`src/hw/tmc_pkg.sv`:
```
// Package: register map, field layout and constants of the 8-bit compare timer
package tmc_pkg;

    // ----------------------------------------
    // Register offsets
    // ----------------------------------------
    localparam logic [2:0] TMC_OFF_CONTROL = 3'h0;
    localparam logic [2:0] TMC_OFF_COUNT   = 3'h1;
    localparam logic [2:0] TMC_OFF_COMPARE = 3'h2;
    localparam logic [2:0] TMC_OFF_MASK    = 3'h3;
    localparam logic [2:0] TMC_OFF_FLAGS   = 3'h4;

    // ----------------------------------------
    // Field positions
    // ----------------------------------------
    localparam int TMC_CTL_WAVE0   = 6;
    localparam int TMC_CTL_WAVE1   = 3;
    localparam int TMC_CTL_COM_LO  = 4;
    localparam int TMC_CTL_CS_LO   = 0;
    localparam int TMC_BIT_OVF     = 1;
    localparam int TMC_BIT_CMP     = 0;

    // ----------------------------------------
    // Reset values and fixed levels
    // ----------------------------------------
    localparam logic [7:0] TMC_RESET_BYTE = 8'h00;
    localparam logic [7:0] TMC_MAX        = 8'hFF;
    localparam logic [7:0] TMC_BOTTOM     = 8'h00;

    // ----------------------------------------
    // Prescaler taps (cycles per tick, minus one)
    // ----------------------------------------
    localparam logic [9:0] TMC_DIV8_MASK    = 10'h007;
    localparam logic [9:0] TMC_DIV64_MASK   = 10'h03F;
    localparam logic [9:0] TMC_DIV256_MASK  = 10'h0FF;
    localparam logic [9:0] TMC_DIV1024_MASK = 10'h3FF;

    // ----------------------------------------
    // Encodings
    // ----------------------------------------
    typedef enum logic [1:0] {
        TMC_WAVE_NORMAL,
        TMC_WAVE_PHASE,
        TMC_WAVE_CTC,
        TMC_WAVE_FAST
    } tmc_wave_e;

    typedef enum logic [2:0] {
        TMC_CS_STOP,
        TMC_CS_DIV1,
        TMC_CS_DIV8,
        TMC_CS_DIV64,
        TMC_CS_DIV256,
        TMC_CS_DIV1024,
        TMC_CS_EXT_FALL,
        TMC_CS_EXT_RISE
    } tmc_cs_e;

    typedef enum logic [1:0] {
        TMC_COM_OFF,
        TMC_COM_TOGGLE,
        TMC_COM_CLEAR,
        TMC_COM_SET
    } tmc_com_e;

    // ----------------------------------------
    // Carriers
    // ----------------------------------------
    typedef struct packed {
        logic [2:0] addr;
        logic [7:0] wdata;
        logic       wr;
        logic       rd;
    } tmc_bus_req_s;

    typedef struct packed {
        logic [7:0] control;
        logic [7:0] count;
        logic [7:0] compare;
        logic [1:0] mask;
        logic [1:0] flags;
        logic       count_up;
        logic       block_match;
        logic       wave_out;
        logic [9:0] prescale;
        logic [2:0] ext_sync;
        logic [7:0] rdata;
        logic       pin_out;
        logic       pin_oe;
        logic       irq_overflow;
        logic       irq_compare;
        logic       irq;
    } tmc_state_s;

endpackage : tmc_pkg

```
`src/hw/tmc_timer8.sv`:
```
// Module: 8-bit timer/counter with one compare channel and waveform output
`timescale 1ns/10ps
`default_nettype none
// ----------------------------------------
// What this block does
// Nonzero compare mode drives waveform on pin; driver enabled by direction bit.
// Normal/clear-on-match: 00 off, 01 toggle, 10 clear, 11 set on match.
// Fast PWM: 01 reserved; 10 clear on match set at TOP; 11 inverse.
// Phase correct: 10 clears on up match, sets on down match; 11 inverse.
// PWM with compare equal TOP and upper mode bit: ignore match, act at TOP.
// Clock source 000 stop, 001 undivided, 010..101 divide 8/64/256/1024.
// Source 110 counts falling external edges, 111 counts rising edges.
// External edges count even while the count pin is an output.
// Software reads and writes the 8-bit counter directly.
// A counter write suppresses the compare match on the next timer clock.
// Compare register checked on every timer clock; match feeds interrupt and waveform.
// Overflow request when mask bit 1, global enable and overflow flag set.
// Compare request when mask bit 0, global enable and compare flag set.
// Overflow flag on wrap; in phase correct on turning at bottom.
// Flags clear on vector execution or by writing one.
// Compare flag, bit 0, set on a timer clock where counter equals compare value and the match is not blocked.
// Mode 0 normal, 1 phase correct, 2 clear-on-match, 3 fast PWM.
// Writing zero leaves flags; vector clear comes from acknowledge pulses.
// Everything resets to zero: timer stopped, output disconnected.
// ----------------------------------------
module tmc_timer8
(
    // Clock and reset
    input  wire logic              clk,
    input  wire logic              reset_n,
    // Register port
    input  wire tmc_pkg::tmc_bus_req_s bus_req,
    output logic [7:0]             bus_rdata,
    // Interrupt side
    input  wire logic              global_irq_enable,
    input  wire logic              overflow_ack,
    input  wire logic              compare_ack,
    output logic                   irq_overflow,
    output logic                   irq_compare,
    output logic                   irq,
    // Port pins
    input  wire logic              external_count_pin,
    input  wire logic              port_data_out,
    input  wire logic              port_dir_out,
    output logic                   waveform_output_pin,
    output logic                   waveform_output_pin_oe
);

    // ----------------------------------------
    // State
    // ----------------------------------------
    tmc_pkg::tmc_state_s state_reg;
    tmc_pkg::tmc_state_s state_next;

    tmc_pkg::tmc_wave_e  wave_mode;
    tmc_pkg::tmc_cs_e    clock_source_select;
    tmc_pkg::tmc_com_e   compare_output_mode;

    assign wave_mode = tmc_pkg::tmc_wave_e'({state_reg.control[tmc_pkg::TMC_CTL_WAVE1],
                                             state_reg.control[tmc_pkg::TMC_CTL_WAVE0]});
    assign clock_source_select =
        tmc_pkg::tmc_cs_e'(state_reg.control[tmc_pkg::TMC_CTL_CS_LO +: 3]);
    assign compare_output_mode =
        tmc_pkg::tmc_com_e'(state_reg.control[tmc_pkg::TMC_CTL_COM_LO +: 2]);

    // ----------------------------------------
    // Next state
    // ----------------------------------------
    always_comb
    begin
        logic       tick;
        logic       ext_rise;
        logic       ext_fall;
        logic       match;
        logic       at_top;
        logic       pwm;
        logic       ovf_event;
        logic       cmp_event;
        logic       com_hi;
        logic [1:0] clr;
        logic       wave;

        tick       = 1'b0;
        clr        = 2'h0;
        match      = 1'b0;
        at_top     = 1'b0;
        ovf_event  = 1'b0;
        cmp_event  = 1'b0;
        state_next = state_reg;
        wave       = state_reg.wave_out;
        com_hi     = compare_output_mode[1];
        pwm        = (wave_mode == tmc_pkg::TMC_WAVE_PHASE) ||
                     (wave_mode == tmc_pkg::TMC_WAVE_FAST);

        // Pin sampled every cycle regardless of its direction
        state_next.ext_sync = {state_reg.ext_sync[1:0], external_count_pin};
        ext_rise = state_reg.ext_sync[1] & ~state_reg.ext_sync[2];
        ext_fall = ~state_reg.ext_sync[1] & state_reg.ext_sync[2];

        // Free-running prescaler
        state_next.prescale = state_reg.prescale + 10'h001;

        // ----------------------------------------
        // Count clock selection
        // ----------------------------------------
        case (clock_source_select)
            tmc_pkg::TMC_CS_STOP:     tick = 1'b0;
            tmc_pkg::TMC_CS_DIV1:     tick = 1'b1;
            tmc_pkg::TMC_CS_DIV8:
                tick = (state_reg.prescale & tmc_pkg::TMC_DIV8_MASK) == 10'h000;
            tmc_pkg::TMC_CS_DIV64:
                tick = (state_reg.prescale & tmc_pkg::TMC_DIV64_MASK) == 10'h000;
            tmc_pkg::TMC_CS_DIV256:
                tick = (state_reg.prescale & tmc_pkg::TMC_DIV256_MASK) == 10'h000;
            tmc_pkg::TMC_CS_DIV1024:
                tick = (state_reg.prescale & tmc_pkg::TMC_DIV1024_MASK) == 10'h000;
            tmc_pkg::TMC_CS_EXT_FALL: tick = ext_fall;
            tmc_pkg::TMC_CS_EXT_RISE: tick = ext_rise;
            default:                  tick = 1'b0;
        endcase

        // ----------------------------------------
        // Counter and compare
        // ----------------------------------------
        if (tick)
        begin
            match = (state_reg.count == state_reg.compare) && !state_reg.block_match;
            state_next.block_match = 1'b0;
            at_top = (state_reg.count == tmc_pkg::TMC_MAX);
            cmp_event = match;
            case (wave_mode)
                tmc_pkg::TMC_WAVE_PHASE:
                begin
                    if (state_reg.count_up)
                    begin
                        if (at_top)
                        begin
                            state_next.count_up = 1'b0;
                            state_next.count    = state_reg.count - 8'h01;
                        end
                        else
                        begin
                            state_next.count = state_reg.count + 8'h01;
                        end
                    end
                    else if (state_reg.count == tmc_pkg::TMC_BOTTOM)
                    begin
                        state_next.count_up = 1'b1;
                        state_next.count    = state_reg.count + 8'h01;
                        ovf_event           = 1'b1;
                    end
                    else
                    begin
                        state_next.count = state_reg.count - 8'h01;
                    end
                end
                tmc_pkg::TMC_WAVE_CTC:
                begin
                    state_next.count = match ? tmc_pkg::TMC_BOTTOM : state_reg.count + 8'h01;
                    ovf_event        = at_top;
                end
                default:
                begin
                    state_next.count = state_reg.count + 8'h01;
                    ovf_event        = at_top;
                end
            endcase

            // ----------------------------------------
            // Waveform generation
            // ----------------------------------------
            if (pwm && com_hi && state_reg.compare == tmc_pkg::TMC_MAX)
            begin
                match = 1'b0;
            end
            case (wave_mode)
                tmc_pkg::TMC_WAVE_FAST:
                begin
                    if (compare_output_mode == tmc_pkg::TMC_COM_CLEAR)
                    begin
                        wave = match ? 1'b0 : (at_top ? 1'b1 : wave);
                    end
                    else if (compare_output_mode == tmc_pkg::TMC_COM_SET)
                    begin
                        wave = match ? 1'b1 : (at_top ? 1'b0 : wave);
                    end
                end
                tmc_pkg::TMC_WAVE_PHASE:
                begin
                    if (com_hi)
                    begin
                        clr = {compare_output_mode == tmc_pkg::TMC_COM_CLEAR, state_reg.count_up};
                        if (match)
                        begin
                            wave = (clr[1] ^ clr[0]) ? 1'b1 : 1'b0;
                        end
                        else if (at_top && state_reg.compare == tmc_pkg::TMC_MAX)
                        begin
                            wave = clr[1];
                        end
                    end
                end
                default:
                begin
                    if (match)
                    begin
                        case (compare_output_mode)
                            tmc_pkg::TMC_COM_TOGGLE: wave = ~state_reg.wave_out;
                            tmc_pkg::TMC_COM_CLEAR:  wave = 1'b0;
                            tmc_pkg::TMC_COM_SET:    wave = 1'b1;
                            default:                 wave = state_reg.wave_out;
                        endcase
                    end
                end
            endcase
            state_next.wave_out = wave;
        end

        // ----------------------------------------
        // Register writes
        // ----------------------------------------
        state_next.rdata = 8'h00;
        if (bus_req.wr)
        begin
            case (bus_req.addr)
                tmc_pkg::TMC_OFF_CONTROL: state_next.control = {1'b0, bus_req.wdata[6:0]};
                tmc_pkg::TMC_OFF_COUNT:
                begin
                    state_next.count       = bus_req.wdata;
                    state_next.block_match = 1'b1;
                end
                tmc_pkg::TMC_OFF_COMPARE: state_next.compare = bus_req.wdata;
                tmc_pkg::TMC_OFF_MASK:    state_next.mask    = bus_req.wdata[1:0];
                tmc_pkg::TMC_OFF_FLAGS:
                    state_next.flags = state_reg.flags & ~bus_req.wdata[1:0];
                default:                  state_next.rdata   = 8'h00;
            endcase
        end

        // ----------------------------------------
        // Flags: hardware clear by acknowledge, set wins
        // ----------------------------------------
        if (overflow_ack)
        begin
            state_next.flags[tmc_pkg::TMC_BIT_OVF] = 1'b0;
        end
        if (compare_ack)
        begin
            state_next.flags[tmc_pkg::TMC_BIT_CMP] = 1'b0;
        end
        if (ovf_event)
        begin
            state_next.flags[tmc_pkg::TMC_BIT_OVF] = 1'b1;
        end
        if (cmp_event)
        begin
            state_next.flags[tmc_pkg::TMC_BIT_CMP] = 1'b1;
        end

        // ----------------------------------------
        // Register reads
        // ----------------------------------------
        if (bus_req.rd)
        begin
            case (bus_req.addr)
                tmc_pkg::TMC_OFF_CONTROL: state_next.rdata = state_reg.control;
                tmc_pkg::TMC_OFF_COUNT:   state_next.rdata = state_reg.count;
                tmc_pkg::TMC_OFF_COMPARE: state_next.rdata = state_reg.compare;
                tmc_pkg::TMC_OFF_MASK:    state_next.rdata = {6'h00, state_reg.mask};
                tmc_pkg::TMC_OFF_FLAGS:   state_next.rdata = {6'h00, state_reg.flags};
                default:                  state_next.rdata = 8'h00;
            endcase
        end

        // ----------------------------------------
        // Interrupt requests and pin
        // ----------------------------------------
        state_next.irq_overflow = global_irq_enable &&
            state_next.mask[tmc_pkg::TMC_BIT_OVF] && state_next.flags[tmc_pkg::TMC_BIT_OVF];
        state_next.irq_compare = global_irq_enable &&
            state_next.mask[tmc_pkg::TMC_BIT_CMP] && state_next.flags[tmc_pkg::TMC_BIT_CMP];
        state_next.irq = state_next.irq_overflow || state_next.irq_compare;

        if (state_next.control[tmc_pkg::TMC_CTL_COM_LO +: 2] != 2'h0)
        begin
            state_next.pin_out = state_next.wave_out;
        end
        else
        begin
            state_next.pin_out = port_data_out;
        end
        state_next.pin_oe = port_dir_out;
    end

    // ----------------------------------------
    // State register
    // ----------------------------------------
    always_ff @(posedge clk or negedge reset_n)
    begin
        if (!reset_n)
        begin
            state_reg <= '0;
        end
        else
        begin
            state_reg <= state_next;
        end
    end

    assign bus_rdata              = state_reg.rdata;
    assign irq_overflow           = state_reg.irq_overflow;
    assign irq_compare            = state_reg.irq_compare;
    assign irq                    = state_reg.irq;
    assign waveform_output_pin    = state_reg.pin_out;
    assign waveform_output_pin_oe = state_reg.pin_oe;

endmodule : tmc_timer8
`default_nettype wire

```
`config.mk`:
```
export PLATFORM = sky130hd
export DESIGN_NAME = tmc_timer8
export DESIGN_NICKNAME = d
export VERILOG_FILES = /design/src/hw/tmc_pkg.sv /design/src/hw/tmc_timer8.sv
export SDC_FILE = /design/constraint.sdc
export NUM_CORES = 1
export LEC_CHECK = 0
export ABC_AREA = 1
export BUFFER_PORTS_ARGS = -buffer_cell sky130_fd_sc_hd__buf_2
export CAP_MARGIN = 20
export CORE_AREA = 2 2 90 101
export DETAILED_ROUTE_END_ITERATION = 12
export DIE_AREA = 0 0 92 103
export PLACE_DENSITY = 0.55
export SLEW_MARGIN = 5
export SYNTH_ARGS = -nofsm -noshare
export SYNTH_HDL_FRONTEND = slang
export SYNTH_SLANG_ARGS = --single-unit
```
`constraint.sdc`:
```
create_clock -name clk -period 2.28 [get_ports clk]
set_clock_uncertainty 0.2 [all_clocks]
set_input_delay 0.342 -clock clk [delete_from_list [all_inputs] [get_ports clk]]
set_output_delay 0.342 -clock clk [all_outputs]
set_load 0.02 [all_outputs]
```
* Word-level counts from Yosys, hierarchy flattened *
Index checks and enable logic that the tools add are counted.

word-level totals
  bits in registers = 56
  input bits = 21
  output and inout port bits = 13
  logic and storage cells = 115

operators by class
  $add $sub $neg = 3
  eq/ne operators = 20
  muxes and demuxes = 45
  bitwise operators = 8
  reduce and logical (&&, ||, !) cells = 22

operators with widths
  cell                                                                number
  8-bit two-way mux                                                   8
  10-bit zero test                                                    4
  8-bit one-hot mux with 5 select lines                               1
  1-bit two-way mux                                                   27
  26-bit two-way mux                                                  1
  8-bit == test, second input constant                                2
  8-bit one-hot mux with 2 select lines                               1
  3-bit == test, second input constant                                5
  3-bit by 2-bit == test with 1-bit output, second input constant     4
  10-bit by 1-bit adder with 10-bit output, second input constant     1
  8-bit by 1-bit adder with 8-bit output, second input constant       1
  2-bit == test, second input constant                                4
  8-bit == test                                                       1
  1-bit logical AND                                                   8
  8-bit zero test                                                     1
  1-bit one-hot mux with 8 select lines                               1
  8-bit by 1-bit subtractor with 8-bit output, second input constant  1
  3-bit by 1-bit == test with 1-bit output, second input constant     2
  3-bit zero test                                                     2
  2-bit two-way mux                                                   3
  6-bit two-way mux                                                   1
  2-bit AND reduction                                                 3
  2-bit by 1-bit == test with 1-bit output, second input constant     2
  1-bit inverter                                                      3
  9 further kinds                                                     11

* Depth between registers and ports, before layout *
  depth in word-level cells = 13
  depth in mapped cells = 15
  mapped depth without buffers = 14

* Worst setup path before layout *
Ideal clock, no wire load.

  kind = register to register
  start point = reg state_reg[52] in the netlist's numbering
  end point = reg state_reg, in the netlist waveform_output_pin
  setup time = 0.117 ns
  arrival = 1.551 ns
  data required time = 1.963 ns
  path slack = 0.412 ns
  stages on the path, launching flop included = 13
  buffers on the path = 0
  cells stage by stage = dfrtp_1 inv_1 ha_1 inv_2 or2_1 nand2_1 nand3_1 o22ai_1 nand3_1 nand2_1 nand2_1 nand3_1 nand2_1

RTL lines
  what                      RTL line           source
  start: declaration        tmc_timer8.sv:52   tmc_pkg::tmc_state_s state_reg;
  start signal: assignment  tmc_timer8.sv:306  state_reg <= state_next;

==> results.ini <==
[power_and_ir_drop]
max-vdd-ir-drop_v = 0.0003787
power_mw = 3.182
p_per_area_nw_per_um2 = 853.9
power_leakage_nw = 1.957

[synthesis]
ys_seq_area_share_pct = 42.26
synth_ff_type = dfrtp_1
avgSynthCellArea_um2 = 7.876
ys_async_sr_fraction_pct = 100.0
syn_inst = 421
ys_ff_latch = 56
synth_area_um2 = 3316
synth-edff-count = 0
synth_cell_types = 42
yosysWarnings = 0
syn_nets = 449

[grt]
first_global_vias = 2854
grt_antenna_before_repair = 0
track_usage_pct = 18.76
grt_pass1_wl_mm = 14.06
overflow = 0
grt_max_degree = 57

[sta]
fin_crit_sh_pct = 90.04
fin_ws_ns = 0.2272
hold_viol_final = 0
rsz0062_at_grt = false
report.final.slew_viol_count = 0
slew_headroom_pct = 75.36
setup-violations-final = 0
worst_slew_pin_slew_ns = 0.3695
fmax_ghz = 0.4871
finalSetupTns_ns = 0
period_minus_slack_ns = 2.053

[die]
die_x_um = 92
dieArea_um2 = 9476
coreArea_um2 = 8558
io_pins = 34
die_y_um = 103
rows = 36
initial_utilization_pct = 38.74

[cells_and_area]
fin_nets = 488
drive_gt1_share_pct = 21.26
final_cell_mix = nand2_1, inv_1, dfrtp_1
diodes = 0
largest_reg_flops = 36
stdcell_count = 575
final_core_util_pct = 43.54
mostFrequentLayoutCell = nand2_1
area_growth_pct = 12.38

[placed_design]
gp_congestion = 0.9049
dp_cells = 564
dp_hpwl_mm = 6.459
port_buffers = 33
dp_slack_ns = 0.1993

[routing]
drt_iter0_drc = 189
wire_per_inst_um = 14.30
drtPass1Iterations = 4
routed_wl_mm = 8.220
viasPerCell = 4.885
ant_nets = 0
vias = 2809
drc_errors = 0

[critical_path]
cp-start-kind = register
critical_path_arrival_ns = 2.11
path_class = reg -> reg
r2r_cells = 12
crit_fanout = 8
r2r_slack_ns = 0.23
endpoint = irq
cp.required_ns = 2.34
crit_path_end_kind = register
rr_startpoint = state_reg[16]
crit_start = state_reg[16]
r2r_end = irq

[clock_tree]
cts_root_buf = clkbuf_8
clock_sink_count = 56
cts_inserted_buffers = 5
cts_tree = built
postCtsSetupBuffers = 0
htreeDepth = 2
clkLatencyLatePin_ns = 0.31
clk_transition_reported_paths_ns = 0.11
clock_path_buffers = 2

[flow_run]
cap_violations = 0

[run_status]
status = complete, no violations

[hold_path]
hold_class = in -> reg

cell type report:
type                    instances  area, µm²
clock buffers                   6      72.57
clock inverters                 2      13.76
fillers                       904       4832
inverters                      72      272.8
multi-input cells             278       1533
flip-flops and latches         56       1401
well taps                     114      142.6
repair buffers                 47      290.3
metrics by stage:
stage / instance area, µm² / hold WS [ns]
after floorplan: 3316 / -0.1536
after global placement: 3607 / 0.1348
after detailed placement: 3607 / 0.1443
after CTS: 3724 / 0.02163
after global routing: 3726 / 0.03311
final: 3726 / 0.02904
worst max-delay path, cell delays in order, from the launching register on:
cell and delay, ns:
dfrtp_1 0.42, inv_1 0.09, ha_1 0.14, nand2_1 0.07
nor2_1 0.15, nand3_1 0.09, nand2_1 0.09, nand2_2 0.13
inv_2 0.19, nand2_1 0.10, o21ai_1 0.14, nand3_1 0.12
nand2_1 0.07
where the power goes:
| part | internal, mW | switching [mW] |
|---|---|---|
| clock | 0.221 | 0.345 |
| combinational | 0.482 | 0.788 |
| sequential | 1.14 | 0.207 |
how the worst min path moves through the flow:
stage | slack [ns] | from | cells after the start | end
finish | 0.03 | port_data_out | 3 | waveform_output_pin
global placement | 0.13 | state_next[14] | 0 | state_next[15]
detailed placement | 0.14 | state_next[14] | 0 | state_next[15]
CTS | 0.02 | port_data_out | 3 | waveform_output_pin
global route | 0.03 | overflow_ack | 2 | state_reg[30]
floorplan | -0.15 | reset_n | 0 | bus_rdata[0]
cells by family after synthesis:
kind of cell    share of synthesized area (%)
compound gates                          12.94
xor+xnor                                4.227
fa+ha+maj                               2.641
buf+inv                                 11.58
flops                                   42.26
mux                                    0.6415
simple gates                            25.70
per-layer routing:
metal / part of all wire [%] / global-route usage [%] / vias up
met4: 1.3 / 5.511 / 0
li1: - / - / 1401
met1: 45 / 24.31 / 1322
met3: 5.0 / 2.851 / 9
met5: 0 / 0 / -
met2: 48 / 32.86 / 77
timing repair:
action	4_1_cts	5_1_grt
resized for setup	0	1
endpoints found under the hold margin	58	0
endpoints found under the setup margin	0	1
hold buffers	3	0
Yosys cell counts (2+ instances only):
| master | count | share of area [%] |
|---|---|---|
| buf_6 | 3 | 1.0 |
| a31oi_1 | 2 | 0.38 |
| nand2_2 | 8 | 1.5 |
| a21oi_2 | 6 | 1.6 |
| xor2_1 | 13 | 3.4 |
| clkbuf_1 | 2 | 0.23 |
| nor3_1 | 6 | 0.91 |
| nand3_2 | 3 | 0.91 |
| nand4_1 | 3 | 0.57 |
| o31ai_1 | 2 | 0.45 |
| o21ai_1 | 7 | 1.1 |
| dfrtp_1 | 56 | 42 |
| inv_1 | 59 | 6.7 |
| nand2_4 | 2 | 0.68 |
| o22ai_1 | 5 | 0.94 |
| nor2_2 | 4 | 0.75 |
| nand3_1 | 19 | 2.9 |
| ha_1 | 7 | 2.6 |
| nor2_1 | 26 | 2.9 |
| or2_1 | 3 | 0.57 |
| o221ai_1 | 4 | 1.1 |
| buf_4 | 8 | 1.8 |
| clkinv_2 | 2 | 0.30 |
| nand2_1 | 100 | 11 |
| a21oi_1 | 20 | 3.0 |
| o21ai_0 | 19 | 2.9 |
| inv_2 | 11 | 1.2 |
| nor3_2 | 3 | 0.91 |
| xnor2_1 | 3 | 0.79 |
| buf_2 | 2 | 0.30 |
| nor2_4 | 2 | 0.68 |
Note: power is estimated with default switching activity, not from simulation.
